--- src/lcd_waveform_consts.svh ---
`ifndef LCD_WAVEFORM_CONSTS_SVH
`define LCD_WAVEFORM_CONSTS_SVH
// Register byte offsets
`define OFF_CTRL0 8'h00
`define OFF_PIN_EN 8'h04
`define OFF_BP_EN 8'h08
`define OFF_CTRL1 8'h0C
`define OFF_IRQ_ST 8'h10
`define OFF_IRQ_MSK 8'h14
`define OFF_STATUS 8'h18
// Control zero fields
`define BIT_WAVE_EN 7
`define BIT_CLK_SRC 6
`define PRESC_HI 5
`define PRESC_LO 3
`define DUTY_HI 2
`define DUTY_LO 0
// Control one fields
`define BIT_FRAME_IEN 7
`define BIT_PUMP_SEL 0
// Interrupt status fields
`define BIT_FRAME_EV 0
// Reset values
`define RST_CTRL0 8'h03
`define RST_CTRL1 8'h00
`define RST_PIN_EN 8'h00
`define RST_BP_EN 8'h00
`define RST_IRQ_MSK 8'h00
// Frame divider figures and pin count
`define FRAME_MULT_SHIFT 3
`define PRESC_BASE 4'h4
`define Y_TABLE {5'h10, 5'h08, 5'h05, 5'h04, 5'h03, 5'h03, 5'h02, 5'h02}
`define PIN_COUNT 8
`endif

--- src/lcd_waveform_pkg.sv ---
`include "lcd_waveform_consts.svh"
package lcd_waveform_pkg;
	typedef enum logic [1:0] {
		ST_IDLE = 2'b01,
		ST_RUN = 2'b10
	} run_state_t;

	typedef logic [11:0] phase_len_t;

	// Ticks in one backplane phase: 8 x (4 + prescaler) x Y
	function automatic phase_len_t phase_len(input logic [2:0] presc, input logic [2:0] duty);
		logic [39:0] ytab;
		logic [4:0] y;
		logic [8:0] prod;
		ytab = `Y_TABLE;
		y = ytab[{duty, 2'b00} + {3'b000, duty} +: 5];
		prod = 9'({1'b0, `PRESC_BASE} + {2'b00, presc}) * 9'(y);
		phase_len = 12'({prod, 3'b000});
	endfunction : phase_len
endpackage : lcd_waveform_pkg

--- src/lcd_waveform_control.sv ---
// Decided for this implementation: register access over APB and the register offsets.
`timescale 1ns/1ns
// Notes on behaviour
// - Enable clear: all pins off, driver off, waveform clocks stopped.
// - While disabled, the top bias rail is tied to the main supply.
// - While enabled, enabled pins drive waveforms; backplanes follow the count.
// - Setting enable also switches on the selected bias source.
// - Clock source bit 6: zero external oscillator, one alternate clock.
// - Frame = glass clock / ((N+1) x 8 x (4+prescaler) x Y).
// - Y is 2,2,3,3,4,5,8,16 for backplane codes 0 to 7.
// - Backplane code N gives N+1 backplanes; reset code is 011.
// - With frame irq enable set, each frame start sets the frame flag; irq_out rises only while its mask bit is set.
////////////////////////////////////////////////////////////////////////////////
`include "lcd_waveform_consts.svh"
module lcd_waveform_control
	import lcd_waveform_pkg::*;
(
	input wire logic ref_clk_in,
	input wire logic rstn_in,
	input wire logic psel_in,
	input wire logic penable_in,
	input wire logic pwrite_in,
	input wire logic [7:0] paddr_in,
	input wire logic [31:0] pwdata_in,
	output logic [31:0] prdata_out,
	output logic pready_out,
	output logic pslverr_out,
	input wire logic external_osc_clock_in,
	input wire logic alt_clock_in,
	output logic [`PIN_COUNT-1:0] lcd_pin_out,
	output logic [`PIN_COUNT-1:0] lcd_pin_oe_out,
	output logic bias_enable_out,
	output logic bias_pump_sel_out,
	output logic top_bias_tie_out,
	output logic glass_clock_run_out,
	output logic irq_out
);

	typedef struct packed {
		run_state_t state;
		logic [7:0] ctrl0;
		logic [7:0] ctrl1;
		logic [7:0] pin_enable_bank;
		logic [7:0] bp_enable;
		logic [7:0] irq_status;
		logic [7:0] irq_mask;
		logic [31:0] prdata;
		logic [2:0] osc_sync;
		logic [2:0] alt_sync;
		logic [11:0] tick_cnt;
		logic [2:0] bp_phase;
		logic polarity;
		logic [`PIN_COUNT-1:0] pin_val;
		logic [`PIN_COUNT-1:0] pin_oe;
		logic [15:0] frame_ticks;
		logic seen_frame;
	} ctl_state_t;

	localparam ctl_state_t RST_STATE = '{
		state: ST_IDLE,
		ctrl0: `RST_CTRL0,
		ctrl1: `RST_CTRL1,
		pin_enable_bank: `RST_PIN_EN,
		bp_enable: `RST_BP_EN,
		irq_status: 8'h00,
		irq_mask: `RST_IRQ_MSK,
		prdata: 32'h0000_0000,
		osc_sync: 3'h0,
		alt_sync: 3'h0,
		tick_cnt: 12'h000,
		bp_phase: 3'h0,
		polarity: 1'b0,
		pin_val: '0,
		pin_oe: '0,
		frame_ticks: 16'h0000,
		seen_frame: 1'b0
	};

	ctl_state_t state_reg;
	ctl_state_t state_next;

	logic waveform_enable;
	logic clk_src_alt;
	logic [2:0] frame_prescaler;
	logic [2:0] bp_code;
	logic glass_tick;
	logic running;
	logic phase_end;
	logic frame_start;
	logic bus_setup;
	logic bus_access;
	logic addr_hit;
	logic [7:0] wbyte;
	logic [11:0] cur_phase_len;
	logic [`PIN_COUNT-1:0] pin_val_calc;
	logic [`PIN_COUNT-1:0] pin_oe_calc;

	assign waveform_enable = state_reg.ctrl0[`BIT_WAVE_EN];
	assign clk_src_alt = state_reg.ctrl0[`BIT_CLK_SRC];
	assign frame_prescaler = state_reg.ctrl0[`PRESC_HI:`PRESC_LO];
	assign bp_code = state_reg.ctrl0[`DUTY_HI:`DUTY_LO];
	assign running = (state_reg.state == ST_RUN);
	assign cur_phase_len = phase_len(frame_prescaler, bp_code);
	assign bus_setup = psel_in && !penable_in;
	assign bus_access = psel_in && penable_in;
	assign wbyte = pwdata_in[7:0];

	// Offset decode, used only by the error answer
	function automatic logic mapped(input logic [7:0] a);
		case (a)
			`OFF_CTRL0, `OFF_PIN_EN, `OFF_BP_EN, `OFF_CTRL1,
			`OFF_IRQ_ST, `OFF_IRQ_MSK, `OFF_STATUS: mapped = 1'b1;
			default: mapped = 1'b0;
		endcase
	endfunction : mapped

	assign addr_hit = mapped(paddr_in);

	////////////////////////////////////////////////////////////////////////////////
	// Glass clock: both sources are foreign, so only the synchronised copies feed logic
	always_comb begin
		if (clk_src_alt) begin
			glass_tick = state_reg.alt_sync[1] && !state_reg.alt_sync[2];
		end else begin
			glass_tick = state_reg.osc_sync[1] && !state_reg.osc_sync[2];
		end
	end

	assign phase_end = running && glass_tick && (state_reg.tick_cnt == cur_phase_len - 12'h001);
	assign frame_start = running && glass_tick && (state_reg.tick_cnt == 12'h000)
		&& (state_reg.bp_phase == 3'h0);

	////////////////////////////////////////////////////////////////////////////////
	// Pin waveforms; segment data storage is outside this block
	generate
		for (genvar i = 0; i < `PIN_COUNT; i++) begin : g_pin
			always_comb begin
				pin_oe_calc[i] = running && state_reg.pin_enable_bank[i];
				if (state_reg.bp_enable[i]) begin
					// A backplane above the selected count stays idle at frame polarity
					pin_val_calc[i] = state_reg.polarity
						^ ((state_reg.bp_phase == 3'(i)) && (3'(i) <= bp_code));
				end else begin
					pin_val_calc[i] = !state_reg.polarity;
				end
			end
		end
	endgenerate

	////////////////////////////////////////////////////////////////////////////////
	always_comb begin
		state_next = state_reg;
		state_next.osc_sync = {state_reg.osc_sync[1:0], external_osc_clock_in};
		state_next.alt_sync = {state_reg.alt_sync[1:0], alt_clock_in};
		state_next.pin_val = pin_val_calc;
		state_next.pin_oe = pin_oe_calc;

		case (state_reg.state)
			ST_IDLE: begin
				state_next.tick_cnt = 12'h000;
				state_next.bp_phase = 3'h0;
				state_next.polarity = 1'b0;
				if (waveform_enable) begin
					state_next.state = ST_RUN;
				end
			end
			ST_RUN: begin
				if (!waveform_enable) begin
					state_next.state = ST_IDLE;
					state_next.tick_cnt = 12'h000;
					state_next.bp_phase = 3'h0;
					state_next.polarity = 1'b0;
				end else if (phase_end) begin
					state_next.tick_cnt = 12'h000;
					if (state_reg.bp_phase >= bp_code) begin
						state_next.bp_phase = 3'h0;
						// Toggling each frame keeps the glass free of DC
						state_next.polarity = !state_reg.polarity;
					end else begin
						state_next.bp_phase = state_reg.bp_phase + 3'h1;
					end
				end else if (glass_tick) begin
					state_next.tick_cnt = state_reg.tick_cnt + 12'h001;
				end
			end
			default: begin
				state_next.state = ST_IDLE;
			end
		endcase

		// Read data is captured in the setup cycle, so it is a flop at the access edge
		if (bus_setup && !pwrite_in) begin
			case (paddr_in)
				`OFF_CTRL0: state_next.prdata = {24'h000000, state_reg.ctrl0};
				`OFF_PIN_EN: state_next.prdata = {24'h000000, state_reg.pin_enable_bank};
				`OFF_BP_EN: state_next.prdata = {24'h000000, state_reg.bp_enable};
				`OFF_CTRL1: state_next.prdata = {24'h000000, state_reg.ctrl1};
				`OFF_IRQ_ST: state_next.prdata = {24'h000000, state_reg.irq_status};
				`OFF_IRQ_MSK: state_next.prdata = {24'h000000, state_reg.irq_mask};
				`OFF_STATUS: state_next.prdata = {20'h00000, running, state_reg.polarity,
					1'b0, state_reg.bp_phase, state_reg.tick_cnt[5:0]};
				default: state_next.prdata = 32'h0000_0000;
			endcase
		end

		// Writes land only at the access edge; no write guard on the divider fields,
		// software keeps them still while enabled
		if (bus_access && pwrite_in) begin
			case (paddr_in)
				`OFF_CTRL0: state_next.ctrl0 = wbyte;
				`OFF_PIN_EN: state_next.pin_enable_bank = wbyte;
				`OFF_BP_EN: state_next.bp_enable = wbyte;
				`OFF_CTRL1: state_next.ctrl1 = wbyte;
				`OFF_IRQ_MSK: state_next.irq_mask = wbyte;
				`OFF_IRQ_ST: state_next.irq_status = state_reg.irq_status & ~wbyte;
				default: state_next.ctrl0 = state_reg.ctrl0;
			endcase
		end

		// Set after the clear so a frame start in the clearing cycle is kept
		if (frame_start && state_reg.ctrl1[`BIT_FRAME_IEN]) begin
			state_next.irq_status[`BIT_FRAME_EV] = 1'b1;
		end

		// Glass ticks since the last frame start, for the frame length check
		if (!running) begin
			state_next.frame_ticks = 16'h0000;
			state_next.seen_frame = 1'b0;
		end else if (frame_start) begin
			state_next.frame_ticks = 16'h0001;
			state_next.seen_frame = 1'b1;
		end else if (glass_tick) begin
			state_next.frame_ticks = state_reg.frame_ticks + 16'h0001;
		end
	end

	always_ff @(posedge ref_clk_in or negedge rstn_in) begin
		if (!rstn_in) begin
			state_reg <= RST_STATE;
		end else begin
			state_reg <= state_next;
		end
	end

	////////////////////////////////////////////////////////////////////////////////
	assign prdata_out = state_reg.prdata;
	assign pready_out = 1'b1;
	assign pslverr_out = bus_access && !addr_hit;
	assign lcd_pin_out = state_reg.pin_val;
	assign lcd_pin_oe_out = state_reg.pin_oe;
	assign bias_enable_out = running;
	assign bias_pump_sel_out = state_reg.ctrl1[`BIT_PUMP_SEL];
	assign top_bias_tie_out = !running;
	assign glass_clock_run_out = running;
	assign irq_out = |(state_reg.irq_status & state_reg.irq_mask);

	////////////////////////////////////////////////////////////////////////////////
	property p_disabled_quiet;
		@(posedge ref_clk_in) disable iff (!rstn_in)
		!waveform_enable ##1 !waveform_enable |=> (lcd_pin_oe_out == '0) && !glass_clock_run_out;
	endproperty
	a_disabled_quiet: assert property (p_disabled_quiet)
		else $error("pins or clocks active while disabled");

	property p_tie_rail;
		@(posedge ref_clk_in) disable iff (!rstn_in)
		top_bias_tie_out == !bias_enable_out;
	endproperty
	a_tie_rail: assert property (p_tie_rail)
		else $error("top bias rail tie does not mirror enable");

	property p_pin_enable;
		@(posedge ref_clk_in) disable iff (!rstn_in)
		running && $stable(state_reg.pin_enable_bank) |=> lcd_pin_oe_out == $past(state_reg.pin_enable_bank);
	endproperty
	a_pin_enable: assert property (p_pin_enable)
		else $error("enabled pins not driven");

	property p_bias_on;
		@(posedge ref_clk_in) disable iff (!rstn_in)
		$rose(waveform_enable) |=> bias_enable_out;
	endproperty
	a_bias_on: assert property (p_bias_on)
		else $error("bias source not switched on one cycle after enable");

	property p_clk_src;
		@(posedge ref_clk_in) disable iff (!rstn_in)
		running && waveform_enable && !clk_src_alt
			&& state_reg.osc_sync[1] && !state_reg.osc_sync[2]
			&& !phase_end |=> state_reg.tick_cnt == $past(state_reg.tick_cnt) + 12'h001;
	endproperty
	a_clk_src: assert property (p_clk_src)
		else $error("oscillator edge not counted");

	property p_frame_len;
		@(posedge ref_clk_in) disable iff (!rstn_in)
		frame_start && state_reg.seen_frame |->
			state_reg.frame_ticks == 16'(({1'b0, bp_code} + 4'h1) * cur_phase_len);
	endproperty
	a_frame_len: assert property (p_frame_len)
		else $error("frame length differs from divider formula");

	property p_y_factor;
		@(posedge ref_clk_in) disable iff (!rstn_in)
		bp_code == 3'h6 && frame_prescaler == 3'h0 |-> cur_phase_len == 12'h100;
	endproperty
	a_y_factor: assert property (p_y_factor)
		else $error("duty factor for code 6 is not 8");

	property p_phase_range;
		@(posedge ref_clk_in) disable iff (!rstn_in)
		running |-> state_reg.bp_phase <= bp_code;
	endproperty
	a_phase_range: assert property (p_phase_range)
		else $error("backplane phase beyond selected count");

	property p_frame_irq;
		@(posedge ref_clk_in) disable iff (!rstn_in)
		frame_start && state_reg.ctrl1[`BIT_FRAME_IEN] |=> state_reg.irq_status[`BIT_FRAME_EV];
	endproperty
	a_frame_irq: assert property (p_frame_irq)
		else $error("frame start did not set the frame flag");

	property p_no_irq;
		@(posedge ref_clk_in) disable iff (!rstn_in)
		!state_reg.irq_status[`BIT_FRAME_EV] && !state_reg.ctrl1[`BIT_FRAME_IEN]
			|=> !state_reg.irq_status[`BIT_FRAME_EV];
	endproperty
	a_no_irq: assert property (p_no_irq)
		else $error("frame flag set with frame irq disabled");

	property p_hold_zero;
		@(posedge ref_clk_in) disable iff (!rstn_in)
		!running |-> state_reg.tick_cnt == 12'h000 && state_reg.bp_phase == 3'h0;
	endproperty
	a_hold_zero: assert property (p_hold_zero)
		else $error("counters not held while disabled");

	c_enable_run: cover property (@(posedge ref_clk_in) disable iff (!rstn_in)
		$rose(running));
	c_full_frame: cover property (@(posedge ref_clk_in) disable iff (!rstn_in)
		frame_start && state_reg.seen_frame);
	c_irq: cover property (@(posedge ref_clk_in) disable iff (!rstn_in)
		$rose(irq_out));

endmodule : lcd_waveform_control

--- config.mk ---
export PLATFORM = sky130hd
export DESIGN_NAME = lcd_waveform_control
export DESIGN_NICKNAME = d
export VERILOG_FILES = /design/src/lcd_waveform_pkg.sv /design/src/lcd_waveform_control.sv
export VERILOG_INCLUDE_DIRS = /design/src /design/src/src
export SDC_FILE = /design/constraint.sdc
export NUM_CORES = 1
export LEC_CHECK = 0
export BUFFER_PORTS_ARGS = -buffer_cell sky130_fd_sc_hd__clkbuf_2
export CAP_MARGIN = 10
export CORE_MARGIN = 3
export CORE_UTILIZATION = 40
export CTS_CLUSTER_DIAMETER = 60
export DETAILED_ROUTE_END_ITERATION = 7
export PLACE_DENSITY = 0.68
export SKIP_LAST_GASP = 1
export SYNTH_ARGS = -nofsm -noshare
export SYNTH_HDL_FRONTEND = slang
export SYNTH_SLANG_ARGS = --single-unit
--- constraint.sdc ---
create_clock -name ref_clk_in -period 17.1 [get_ports ref_clk_in]
set_input_delay 3.42 -clock ref_clk_in [delete_from_list [all_inputs] [get_ports ref_clk_in]]
set_output_delay 3.42 -clock ref_clk_in [all_outputs]
set_load 0.005 [all_outputs]
==> run_results.csv, run 1 <==
group,metric,value,unit
finish,fin_cells,865,
setup_path,start_kind,"input port",
yosys,yosys.area.top_type_share,37.4,%
cts,cts_tree,"yes",
placed_design,dp_hpwl,10900,um
timing,worst_pin_slew,1.17,ns
finish,final_area,6940,um^2
yosys,synth-edff-count,0,
global_routing,grt_pass1_vias,4801,
setup_path,path_delay_family,"simple AND/OR/NAND/NOR gates",
finish,final_layout_size_suffix_gt1_share,19.7,%
global_routing,grt_util_all_layers,16.3,%
detailed_routing,drtIter0Drc,425,
status,status,"finished clean",
detailed_routing,first_pass_iters,5,
cts,cts.sinks,99,
floorplan,rows,45,
yosys,ys_seq_elements,99,
detailed_routing,remaining_drc_errors,0,
timing,grt_setup_unrepaired,"no",
pwr,p_per_area,88.5,nW/um^2
yosys,synthTopCellsByArea,"dfrtp_1 (37%), ha_1 (7.2%), buf_4 (6.0%)",
detailed_routing,vias,4826,
setup_path,crit_buf_inv,2,
global_routing,antenna_found_initial,0,
hold_path,holdCritPathClass,"reg2reg",
yosys,synth_area_per_cell,10.1,um^2
yosys,ys_async_sr_fraction,100,%
finish,diodes,0,
cts,clk_latency,0.34,ns
detailed_routing,drt_wl_total,14400,um
placed_design,dpl-instance-area,6580,um^2
setup_path,cp_max_fo,3,
detailed_routing,postRouteAntennaNets,0,
pwr,power_leakage,3.18,nW
finish,layout.nets,738,
setup_path,required,13.68,ns
timing,fin_crit_sh,44.6,%
floorplan,die_h,133,um
global_routing,grt_overflow,0,
cts,path_clk_slew,0.06,ns
setup_path,end_kind,"output port",
setup_path,path_cells,"clkbuf_2 -> nor4_1 -> a21oi_1 -> clkbuf_2",
timing,finClkSkew,0.00646,ns
floorplan,core,15500,um^2
yosys,synth.most_common_cell,"dfrtp_1",
timing,setup_viol,0,
yosys,yosysTopAreaCell,"dfrtp_1",
timing,report.final.slew_viol_count,0,
yosys,synth.yosys.seq_area_share,38.6,%
yosys,synth_warnings,0,
timing,post-route-min-period,7.63,ns
setup_path,critPathKind,"in2out",
cts,ctsResizeCount,0,
finish,syn_to_final_growth,7.94,%
placed_design,gp_congestion,0.864,
yosys,synthFlopType,"dfrtp_1",
run,maxCapViolations,0,
floorplan,fp.dieW,133,um
cts,h-tree-depth,3,
placed_design,placed_cells,849,
setup_path,cpPeakStageDelay,0.45,ns
floorplan,dieArea,17600,um^2
yosys,netlist_area,6430,um^2
floorplan,io_pins,102,
timing,maxSlewHeadroom,21.8,%
yosys,synth_cells,637,
cts,cts_setup_buffers,0,
detailed_routing,drt-wirelength-per-cell,16.7,um
pwr,ir_worst_vdd,0.0518,mV
timing,tns,0,ns
global_routing,grt_max_degree,79,
setup_path,worstPathArrival,4.21,ns
timing,max_freq,0.131,GHz
placed_design,io_buffer_count,55,
yosys,synth_cell_types,80,
timing,timing.hold.ws,0.350,ns
cts,cts_hold_buf,0,
cts,cts-root-buf,"clkbuf_16",
setup_path,cp_common_cell,"clkbuf_2",
global_routing,grt_pass1_wl,23700,um
timing,finalHoldViolations,0,
detailed_routing,routed_via_density,5.58,
setup_path,critPathSlowestCell,"nor4_1",
cts,cts_max_path_buffers,2,
yosys,yosys-top-cells-count,"dfrtp_1 (96), buf_4 (51), inv_1 (38), nand2_1 (38), ha_1 (37)",
finish,largest_reg_flops,60,
floorplan,start_util,41.5,%
pwr,p_total,0.614,mW
cts,cts_buffers,9,
## routing by layer
metal / part of all wire [%] / wire length, um / GRT usage, %
met5: 0 / 0 / 0
met4: 2.0 / 295 / 4.21
met3: 6.3 / 902 / 2.55
met2: 48 / 6860 / 27.2
met1: 44 / 6370 / 22.3
## where the power goes
| group | leakage, nW | total (mW) | switching [mW] | internal [mW] |
|---|---|---|---|---|
| clock network | 0.169 | 0.233 | 0.0818 | 0.151 |
| registers | 1.27 | 0.248 | 0.00568 | 0.242 |
| logic | 1.73 | 0.133 | 0.0805 | 0.0528 |
## layout make-up
| type | count | area, um^2 |
|---|---|---|
| tap | 211 | 264 |
| sequential | 99 | 2480 |
| timing repair buffer | 59 | 308 |
| multi-input combinational | 441 | 3380 |
| fill | 1414 | 8550 |
| clock inverter | 4 | 97.6 |
| clock buffer | 12 | 256 |
| inverter | 39 | 146 |
## cell families (layout without fill, tap and decap cells)
family                   count (synthesis)  after routing  share of synthesized area [%]
other                                    2             22                          0.117
XOR/XNOR                                29             29                           4.61
multiplexers                            40             40                           7.38
flip-flops                              99             99                           38.6
buffers and inverters                  117            114                           9.99
adder cells (fa/ha/maj)                 42             42                           8.76
AND/OR/NAND/NOR                        172            172                           14.5
AO/OA/AOI/OAI                          136            136                           16.0
## metrics by stage
stage	utilization [%]	setup WS, ns
finish	44.8	9.47
detailed placement	42.5	9.47
CTS	44.8	9.46
global placement	42.5	9.53
global route	44.8	9.32
floorplan	-	9.73
## cells in the final DEF, fill, tap and decap left out, drive strengths merged, types with 10 or more instances in the layout
| cell type | synthesis | final |
|---|---|---|
| dfrtp | 96 | 96 |
| clkbuf | 23 | 66 |
| inv | 38 | 38 |
| nand2 | 38 | 38 |
| ha | 37 | 37 |
| nor2 | 36 | 36 |
| mux2 | 36 | 36 |
| o21ai | 28 | 28 |
| conb | 2 | 22 |
| and2 | 20 | 20 |
| nand3 | 17 | 17 |
| xor2 | 17 | 17 |
| a31oi | 15 | 15 |
| a21oi | 14 | 14 |
| nand2b | 10 | 10 |
| nor3 | 10 | 10 |
| xnor2 | 10 | 10 |
| nor4 | 10 | 10 |
## final timing paths
check | start | endpoint | slack (ns) | depth (start not counted)
max | paddr_in[1] | pslverr_out | 9.47 | 4
min | state_next[50] | state_next[51] | 0.35 | 0
max reg2reg | bp_code[2] | state_reg[36] | 10.37 | 20
min reg2reg | state_next[50] | state_next[51] | 0.35 | 0
max in group asynchronous | rstn_in | state_next[51] | 12.92 | 2
min in group asynchronous | rstn_in | lcd_pin_oe_out[0] | 2.95 | 1
Note: power is estimated with default switching activity, not from simulation.
==> inputs of run 2 (changes only) <==
ABC_AREA = 1   (was not set)
PLACE_DENSITY = 0.7   (was 0.68)
clock period = 6.8 ns   (was 17.1 ns; I/O delays follow)
==> run_results.csv, run 2 <==
group,metric,value,unit
status,status,"finished clean",
global_routing,grt_overflow,0,
timing,report.final.slew_viol_count,0,
detailed_routing,postRouteAntennaNets,0,
cts,cts_tree,"yes",
setup_path,worstPathArrival,6.07,ns
yosys,synth-adder-area-share,8.72,%
finish,fillers,1550,
yosys,synth_warnings,0,
setup_path,rr_worst_depth,26,
finish,layout.nets,925,
finish,largest_reg_flops,60,
finish,layout_commonest_cell,"nand2_1",
timing,finClkSkew,0.00857,ns
cts,h-tree-depth,3,
timing,finalHoldViolations,0,
yosys,synth.yosys.seq_area_share,38.4,%
finish,diodes,0,
yosys,synth_compound_area_share,13.3,%
timing,grt_setup_unrepaired,"no",
detailed_routing,drt-wirelength-per-cell,14.0,um
floorplan,io_pins,102,
setup_path,crit_buf_inv,2,
timing,max_freq,0.172,GHz
detailed_routing,first_pass_iters,6,
timing,worst_pin_slew,1.09,ns
setup_path,required,7.04,ns
floorplan,start_util,41.7,%
timing,fin_ws,0.971,ns
pwr,p_per_area,197,nW/um^2
setup_path,start_kind,"flop",
yosys,synth_area_per_cell,7.90,um^2
cts,cts-root-buf,"clkbuf_16",
timing,fin_crit_sh,85.7,%
cts,cts_max_path_buffers,2,
cts,ctsResizeCount,0,
detailed_routing,remaining_drc_errors,0,
cts,cts_setup_buffers,0,
finish,final_layout_size_suffix_gt1_share,12.0,%
yosys,yosys.area_share.simple,20.9,%
global_routing,grt_max_degree,63,
yosys,yosys.area_share.xor_xnor,3.12,%
placed_design,place_ws,1.04,ns
finish,multiInputGateArea,3100,um^2
hold_path,hold_start,"state_next[50]",
setup_path,critPathSlowestCell,"ha_1",
detailed_routing,vias,5220,
finish,syn_to_final_growth,7.48,%
global_routing,grt_util_all_layers,17.1,%
detailed_routing,drtIter0Drc,458,
cts,cts_buffers,9,
setup_path,cpPeakStageDelay,0.54,ns
cts,path_clk_slew,0.07,ns
timing,maxSlewHeadroom,27.3,%
setup_path,rr_startpoint,"bp_code[2]",
yosys,synth-edff-count,0,
setup_path,critPathKind,"reg2reg",
setup_path,path_delay_family,"adder cells",
floorplan,fp.dieW,133,um
finish,final_cell_mix,"nand2_1 (176), inv_1 (122), dfrtp_1 (96)",
floorplan,dieArea,17700,um^2
yosys,synth_cell_types,51,
yosys,yosys-top-cells-count,"nand2_1 (176), inv_1 (122), dfrtp_1 (96), o21ai_0 (68), nor2_1 (56)",
setup_path,end_kind,"flop",
setup_path,cp_common_cell,"nand2_1",
yosys,netlist_area,6450,um^2
finish,regArea,2480,um^2
setup_path,cp_max_fo,13,
yosys,synthFlopType,"dfrtp_1",
run,maxCapViolations,0,
global_routing,antenna_found_initial,0,
hold_path,whs_endpoint,"state_next[51]",
detailed_routing,routed_via_density,4.96,
timing,tns,0,ns
global_routing,grt_pass1_vias,4987,
floorplan,rows,45,
pwr,ir_worst_vdd,0.210,mV
yosys,ys_seq_elements,99,
yosys,synth_cells,817,
cts,clk_latency,0.36,ns
placed_design,io_buffer_count,55,
placed_design,dp_hpwl,11300,um
global_routing,grt_pass1_wl,24500,um
cts,cts_hold_buf,0,
yosys,muxShareOfSynthArea,0.698,%
yosys,yosysTopAreaCell,"dfrtp_1",
timing,post-route-min-period,5.83,ns
yosys,yosys.area.top_type_share,37.2,%
cts,cts.sinks,99,
hold_path,hold_path_depth,0,
floorplan,die_h,133,um
setup_path,r2r_slack,0.97,ns
pwr,power_leakage,3.46,nW
yosys,synthTopCellsByArea,"dfrtp_1 (37%), nand2_1 (10%), ha_1 (7.2%)",
yosys,synth_top_family_by_area,"simple AND/OR/NAND/NOR gates",
floorplan,core,15500,um^2
detailed_routing,drt_wl_total,14700,um
setup_path,r2r-end,"state_reg[34]",
pwr,p_total,1.37,mW
placed_design,gp_congestion,0.938,
hold_path,holdCritPathClass,"reg2reg",
yosys,synth.most_common_cell,"nand2_1",
yosys,ys_async_sr_fraction,100,%
timing,setup_viol,0,
-- run 2: report_power, final --
part | switching (mW) | leakage [nW] | total [mW] | internal [mW]
clock | 0.232 | 0.152 | 0.566 | 0.334
combinational | 0.136 | 2.03 | 0.187 | 0.0512
sequential | 0.00906 | 1.28 | 0.613 | 0.604
-- run 2: routing by layer --
metal	GRT usage (%)	wire length [um]	share of wire [%]
met5	0	0	0
met3	3.46	855	5.8
met4	4.68	255	1.7
met2	26.6	6560	45
met1	24.2	7010	48
-- run 2: worst reg2reg max path, cell delays in order (launching register included) --
cell and delay [ns]:
dfrtp_1 0.52, ha_1 0.31, ha_1 0.54, inv_1 0.28, nand2_1 0.14, o21ai_0 0.10
o32a_1 0.35, a21oi_1 0.24, nor2_1 0.10, fa_1 0.52, fa_1 0.51, ha_1 0.45
nand2_1 0.08, nand2_1 0.09, inv_2 0.04, nand2_1 0.05, nand2_1 0.06, nand2_2 0.10
nand2_1 0.08, nor2_1 0.09, nand2_1 0.07, xnor2_1 0.14, nand3_1 0.13, o21bai_4 0.37
nand2_2 0.20, nand2_1 0.09, o21ai_1 0.07
-- run 2: worst max path at each step --
stage	from	endpoint	slack, ns	cells after the start
6_report	bp_code[2]	state_reg[34]	0.97	26
5_1_grt	bp_code[2]	state_reg[34]	0.54	26
3_5_place_dp	bp_code[2]	state_reg[34]	1.04	26
2_1_floorplan	bp_code[0]	state_reg[35]	1.95	27
4_1_cts	bp_code[2]	state_reg[34]	0.98	26
3_3_place_gp	bp_code[2]	state_reg[41]	1.08	26
-- run 2: stage by stage --
stage	instance area (um^2)	utilization (%)	hold WS, ns	cells
6_report	6940	44.8	0.348	1052
5_1_grt	6940	44.8	0.374	1052
4_1_cts	6940	44.8	0.349	1052
3_5_place_dp	6610	42.7	0.335	1036
3_3_place_gp	6610	42.7	0.333	1036
2_1_floorplan	6530	-	0.331	837
-- run 2: cell type report --
type                       instances  area share [%]
clock buffer                      11            3.50
clock inverter                     5            1.21
inverter                         127            6.91
multi-input combinational        543            44.7
sequential                        99            35.8
tap                              211            3.81
timing repair buffer              56            4.11
-- run 2: cells by family (layout without fill, tap and decap cells) --
| kind of cell | after synthesis | in the layout |
|---|---|---|
| AOI/OAI and AO/OA | 146 | 146 |
| xor gates and xnor gates | 23 | 23 |
| adders and majority gates | 42 | 42 |
| buffers and inverters | 195 | 199 |
| DFF | 99 | 99 |
| muxes | 4 | 4 |
| other | 2 | 22 |
| and+or+nand+nor | 306 | 306 |
==> inputs of run 3 (changes only) <==
PLACE_DENSITY = 0.68   (was 0.7)
clock period = 5.4 ns   (was 6.8 ns; I/O delays follow)
==> run_results.csv, run 3 (synthesized netlist as in run 2, its figures left out) <==
group,metric,value,unit
cts,cts-root-buf,"clkbuf_16",
detailed_routing,drt-wirelength-per-cell,14.4,um
global_routing,grt_pass1_vias,4914,
detailed_routing,routed_via_density,4.95,
finish,diodes,0,
cts,cts_tree,"yes",
timing,worst_pin_slew,1.08,ns
timing,maxSlewHeadroom,27.8,%
timing,max_freq,0.198,GHz
setup_path,start_kind,"flop",
floorplan,die_h,133,um
finish,layout.nets,936,
floorplan,start_util,41.7,%
cts,path_clk_slew,0.07,ns
timing,timing.hold.ws,0.349,ns
global_routing,grt_max_degree,65,
pwr,p_switching,0.480,mW
timing,report.final.slew_viol_count,0,
setup_path,required,5.61,ns
finish,multiInputGateArea,3170,um^2
floorplan,io_pins,102,
detailed_routing,drtIter0Drc,447,
floorplan,rows,45,
cts,h-tree-depth,3,
timing,setup_viol,0,
global_routing,grt_pass1_wl,24500,um
setup_path,cp_max_fo,13,
detailed_routing,drt_wl_total,15400,um
setup_path,rr_startpoint,"bp_code[2]",
cts,cts_hold_buf,0,
detailed_routing,vias,5264,
setup_path,r2r_slack,0.35,ns
hold_path,hold_path_depth,0,
placed_design,io_buffer_count,55,
pwr,internal_power,1.19,mW
pwr,power_switching_share,28.7,%
global_routing,grt_overflow,0,
floorplan,core,15500,um^2
status,status,"finished clean",
finish,final_cell_mix,"nand2_1 (176), inv_1 (120), dfrtp_1 (96)",
finish,syn_to_final_growth,9.44,%
global_routing,antenna_found_initial,0,
setup_path,r2r-end,"state_reg[40]",
floorplan,dieArea,17700,um^2
placed_design,dp_hpwl,11600,um
setup_path,worstPathArrival,5.26,ns
timing,tns,0,ns
finish,final_layout_size_suffix_gt1_share,14.8,%
finish,fillers,1529,
finish,fin_cells,1063,
detailed_routing,remaining_drc_errors,0,
setup_path,cpPeakStageDelay,0.56,ns
detailed_routing,postRouteAntennaNets,0,
cts,cts.sinks,99,
timing,finalHoldViolations,0,
setup_path,critPathKind,"reg2reg",
hold_path,holdCritPathClass,"reg2reg",
timing,finClkSkew,0.00932,ns
pwr,seqPwrFrac,46.1,%
pwr,p_per_area,237,nW/um^2
pwr,p_clk_share,38.9,%
pwr,ir_worst_vdd,0.192,mV
global_routing,grt_util_all_layers,17.2,%
setup_path,rr_worst_depth,28,
placed_design,placed_cells,1044,
timing,fin_crit_sh,93.5,%
finish,largest_reg_flops,60,
cts,cts_buffers,9,
detailed_routing,first_pass_iters,5,
timing,post-route-min-period,5.05,ns
finish,layout_commonest_cell,"nand2_1",
pwr,power_frac_comb,15.0,%
pwr,power_leakage,3.50,nW
finish,final_util,45.6,%
floorplan,fp.dieW,133,um
cts,cts_max_path_buffers,2,
finish,regArea,2480,um^2
run,maxCapViolations,0,
setup_path,end_kind,"flop",
setup_path,critPathSlowestCell,"fa_1",
pwr,p_total,1.67,mW
hold_path,hold_start,"state_next[50]",
placed_design,gp_congestion,0.912,
cts,clk_latency,0.35,ns
setup_path,cp_common_cell,"nand2_1",
hold_path,whs_endpoint,"state_next[51]",
-- run 3: cell types whose count changed in the layout (fill, tap and decap cells not counted), sizes merged --
cell	previous run	this run
buf	2	13
clkinvlp	2	3
inv	126	125
clkinv	2	4
clkbuf	65	64
bufinv	2	1
-- run 3: worst max-delay path, delay by kind of cell (launching register included) --
| family | cells | cell delay, ns |
|---|---|---|
| compound gates | 5 | 0.96 |
| fa+ha+maj | 4 | 1.91 |
| buf+inv | 4 | 0.44 |
| flops | 1 | 0.42 |
| simple gates | 15 | 1.17 |
-- run 3: cell type report --
cell class / instances / area share [%]
clock inverter: 6 / 0.921
timing repair buffer: 67 / 5.26
sequential: 99 / 35.1
tap: 211 / 3.74
multi-input combinational: 543 / 44.8
inverter: 127 / 6.89
clock buffer: 10 / 3.24
-- run 3: stage by stage --
| stage | area, um^2 | worst slack, ns |
|---|---|---|
| global placement | 6670 | 0.158 |
| finish | 7060 | 0.354 |
| detailed placement | 6670 | 0.208 |
| floorplan | 6530 | 0.547 |
| global route | 7060 | -0.0415 |
| CTS | 6960 | 0.147 |
-- run 3: worst max path at each step --
| stage | start | slack (ns) | to | depth (start not counted) |
|---|---|---|---|---|
| after global routing | bp_code[0] | -0.04 | state_reg[35] | 29 |
| after detailed placement | bp_code[0] | 0.21 | state_reg[40] | 29 |
| after global placement | bp_code[0] | 0.16 | state_reg[37] | 25 |
| final | bp_code[2] | 0.35 | state_reg[40] | 28 |
| after floorplan | bp_code[0] | 0.55 | state_reg[35] | 27 |
| after CTS | bp_code[0] | 0.15 | state_reg[40] | 28 |
-- run 3: timing repair --
item	CTS	global route
resized for setup	0	20
buffers inserted	0	3
setup endpoints to repair	0	16
-- run 3: power groups by stage --
stage	Combinational, mW	Sequential, mW	Clock [mW]
after global routing	0.286	0.773	0.696
after detailed placement	0.241	0.785	0
after floorplan	0.177	0.782	0
after global placement	0.238	0.784	0
after CTS	0.243	0.771	0.667
final	0.251	0.771	0.652
-- run 3: routing by layer --
metal | wire [um] | GRT usage (%)
met3 | 791 | 3.42
met5 | 0 | 0
met4 | 212 | 4.39
met2 | 7220 | 27.6
met1 | 7130 | 23.9
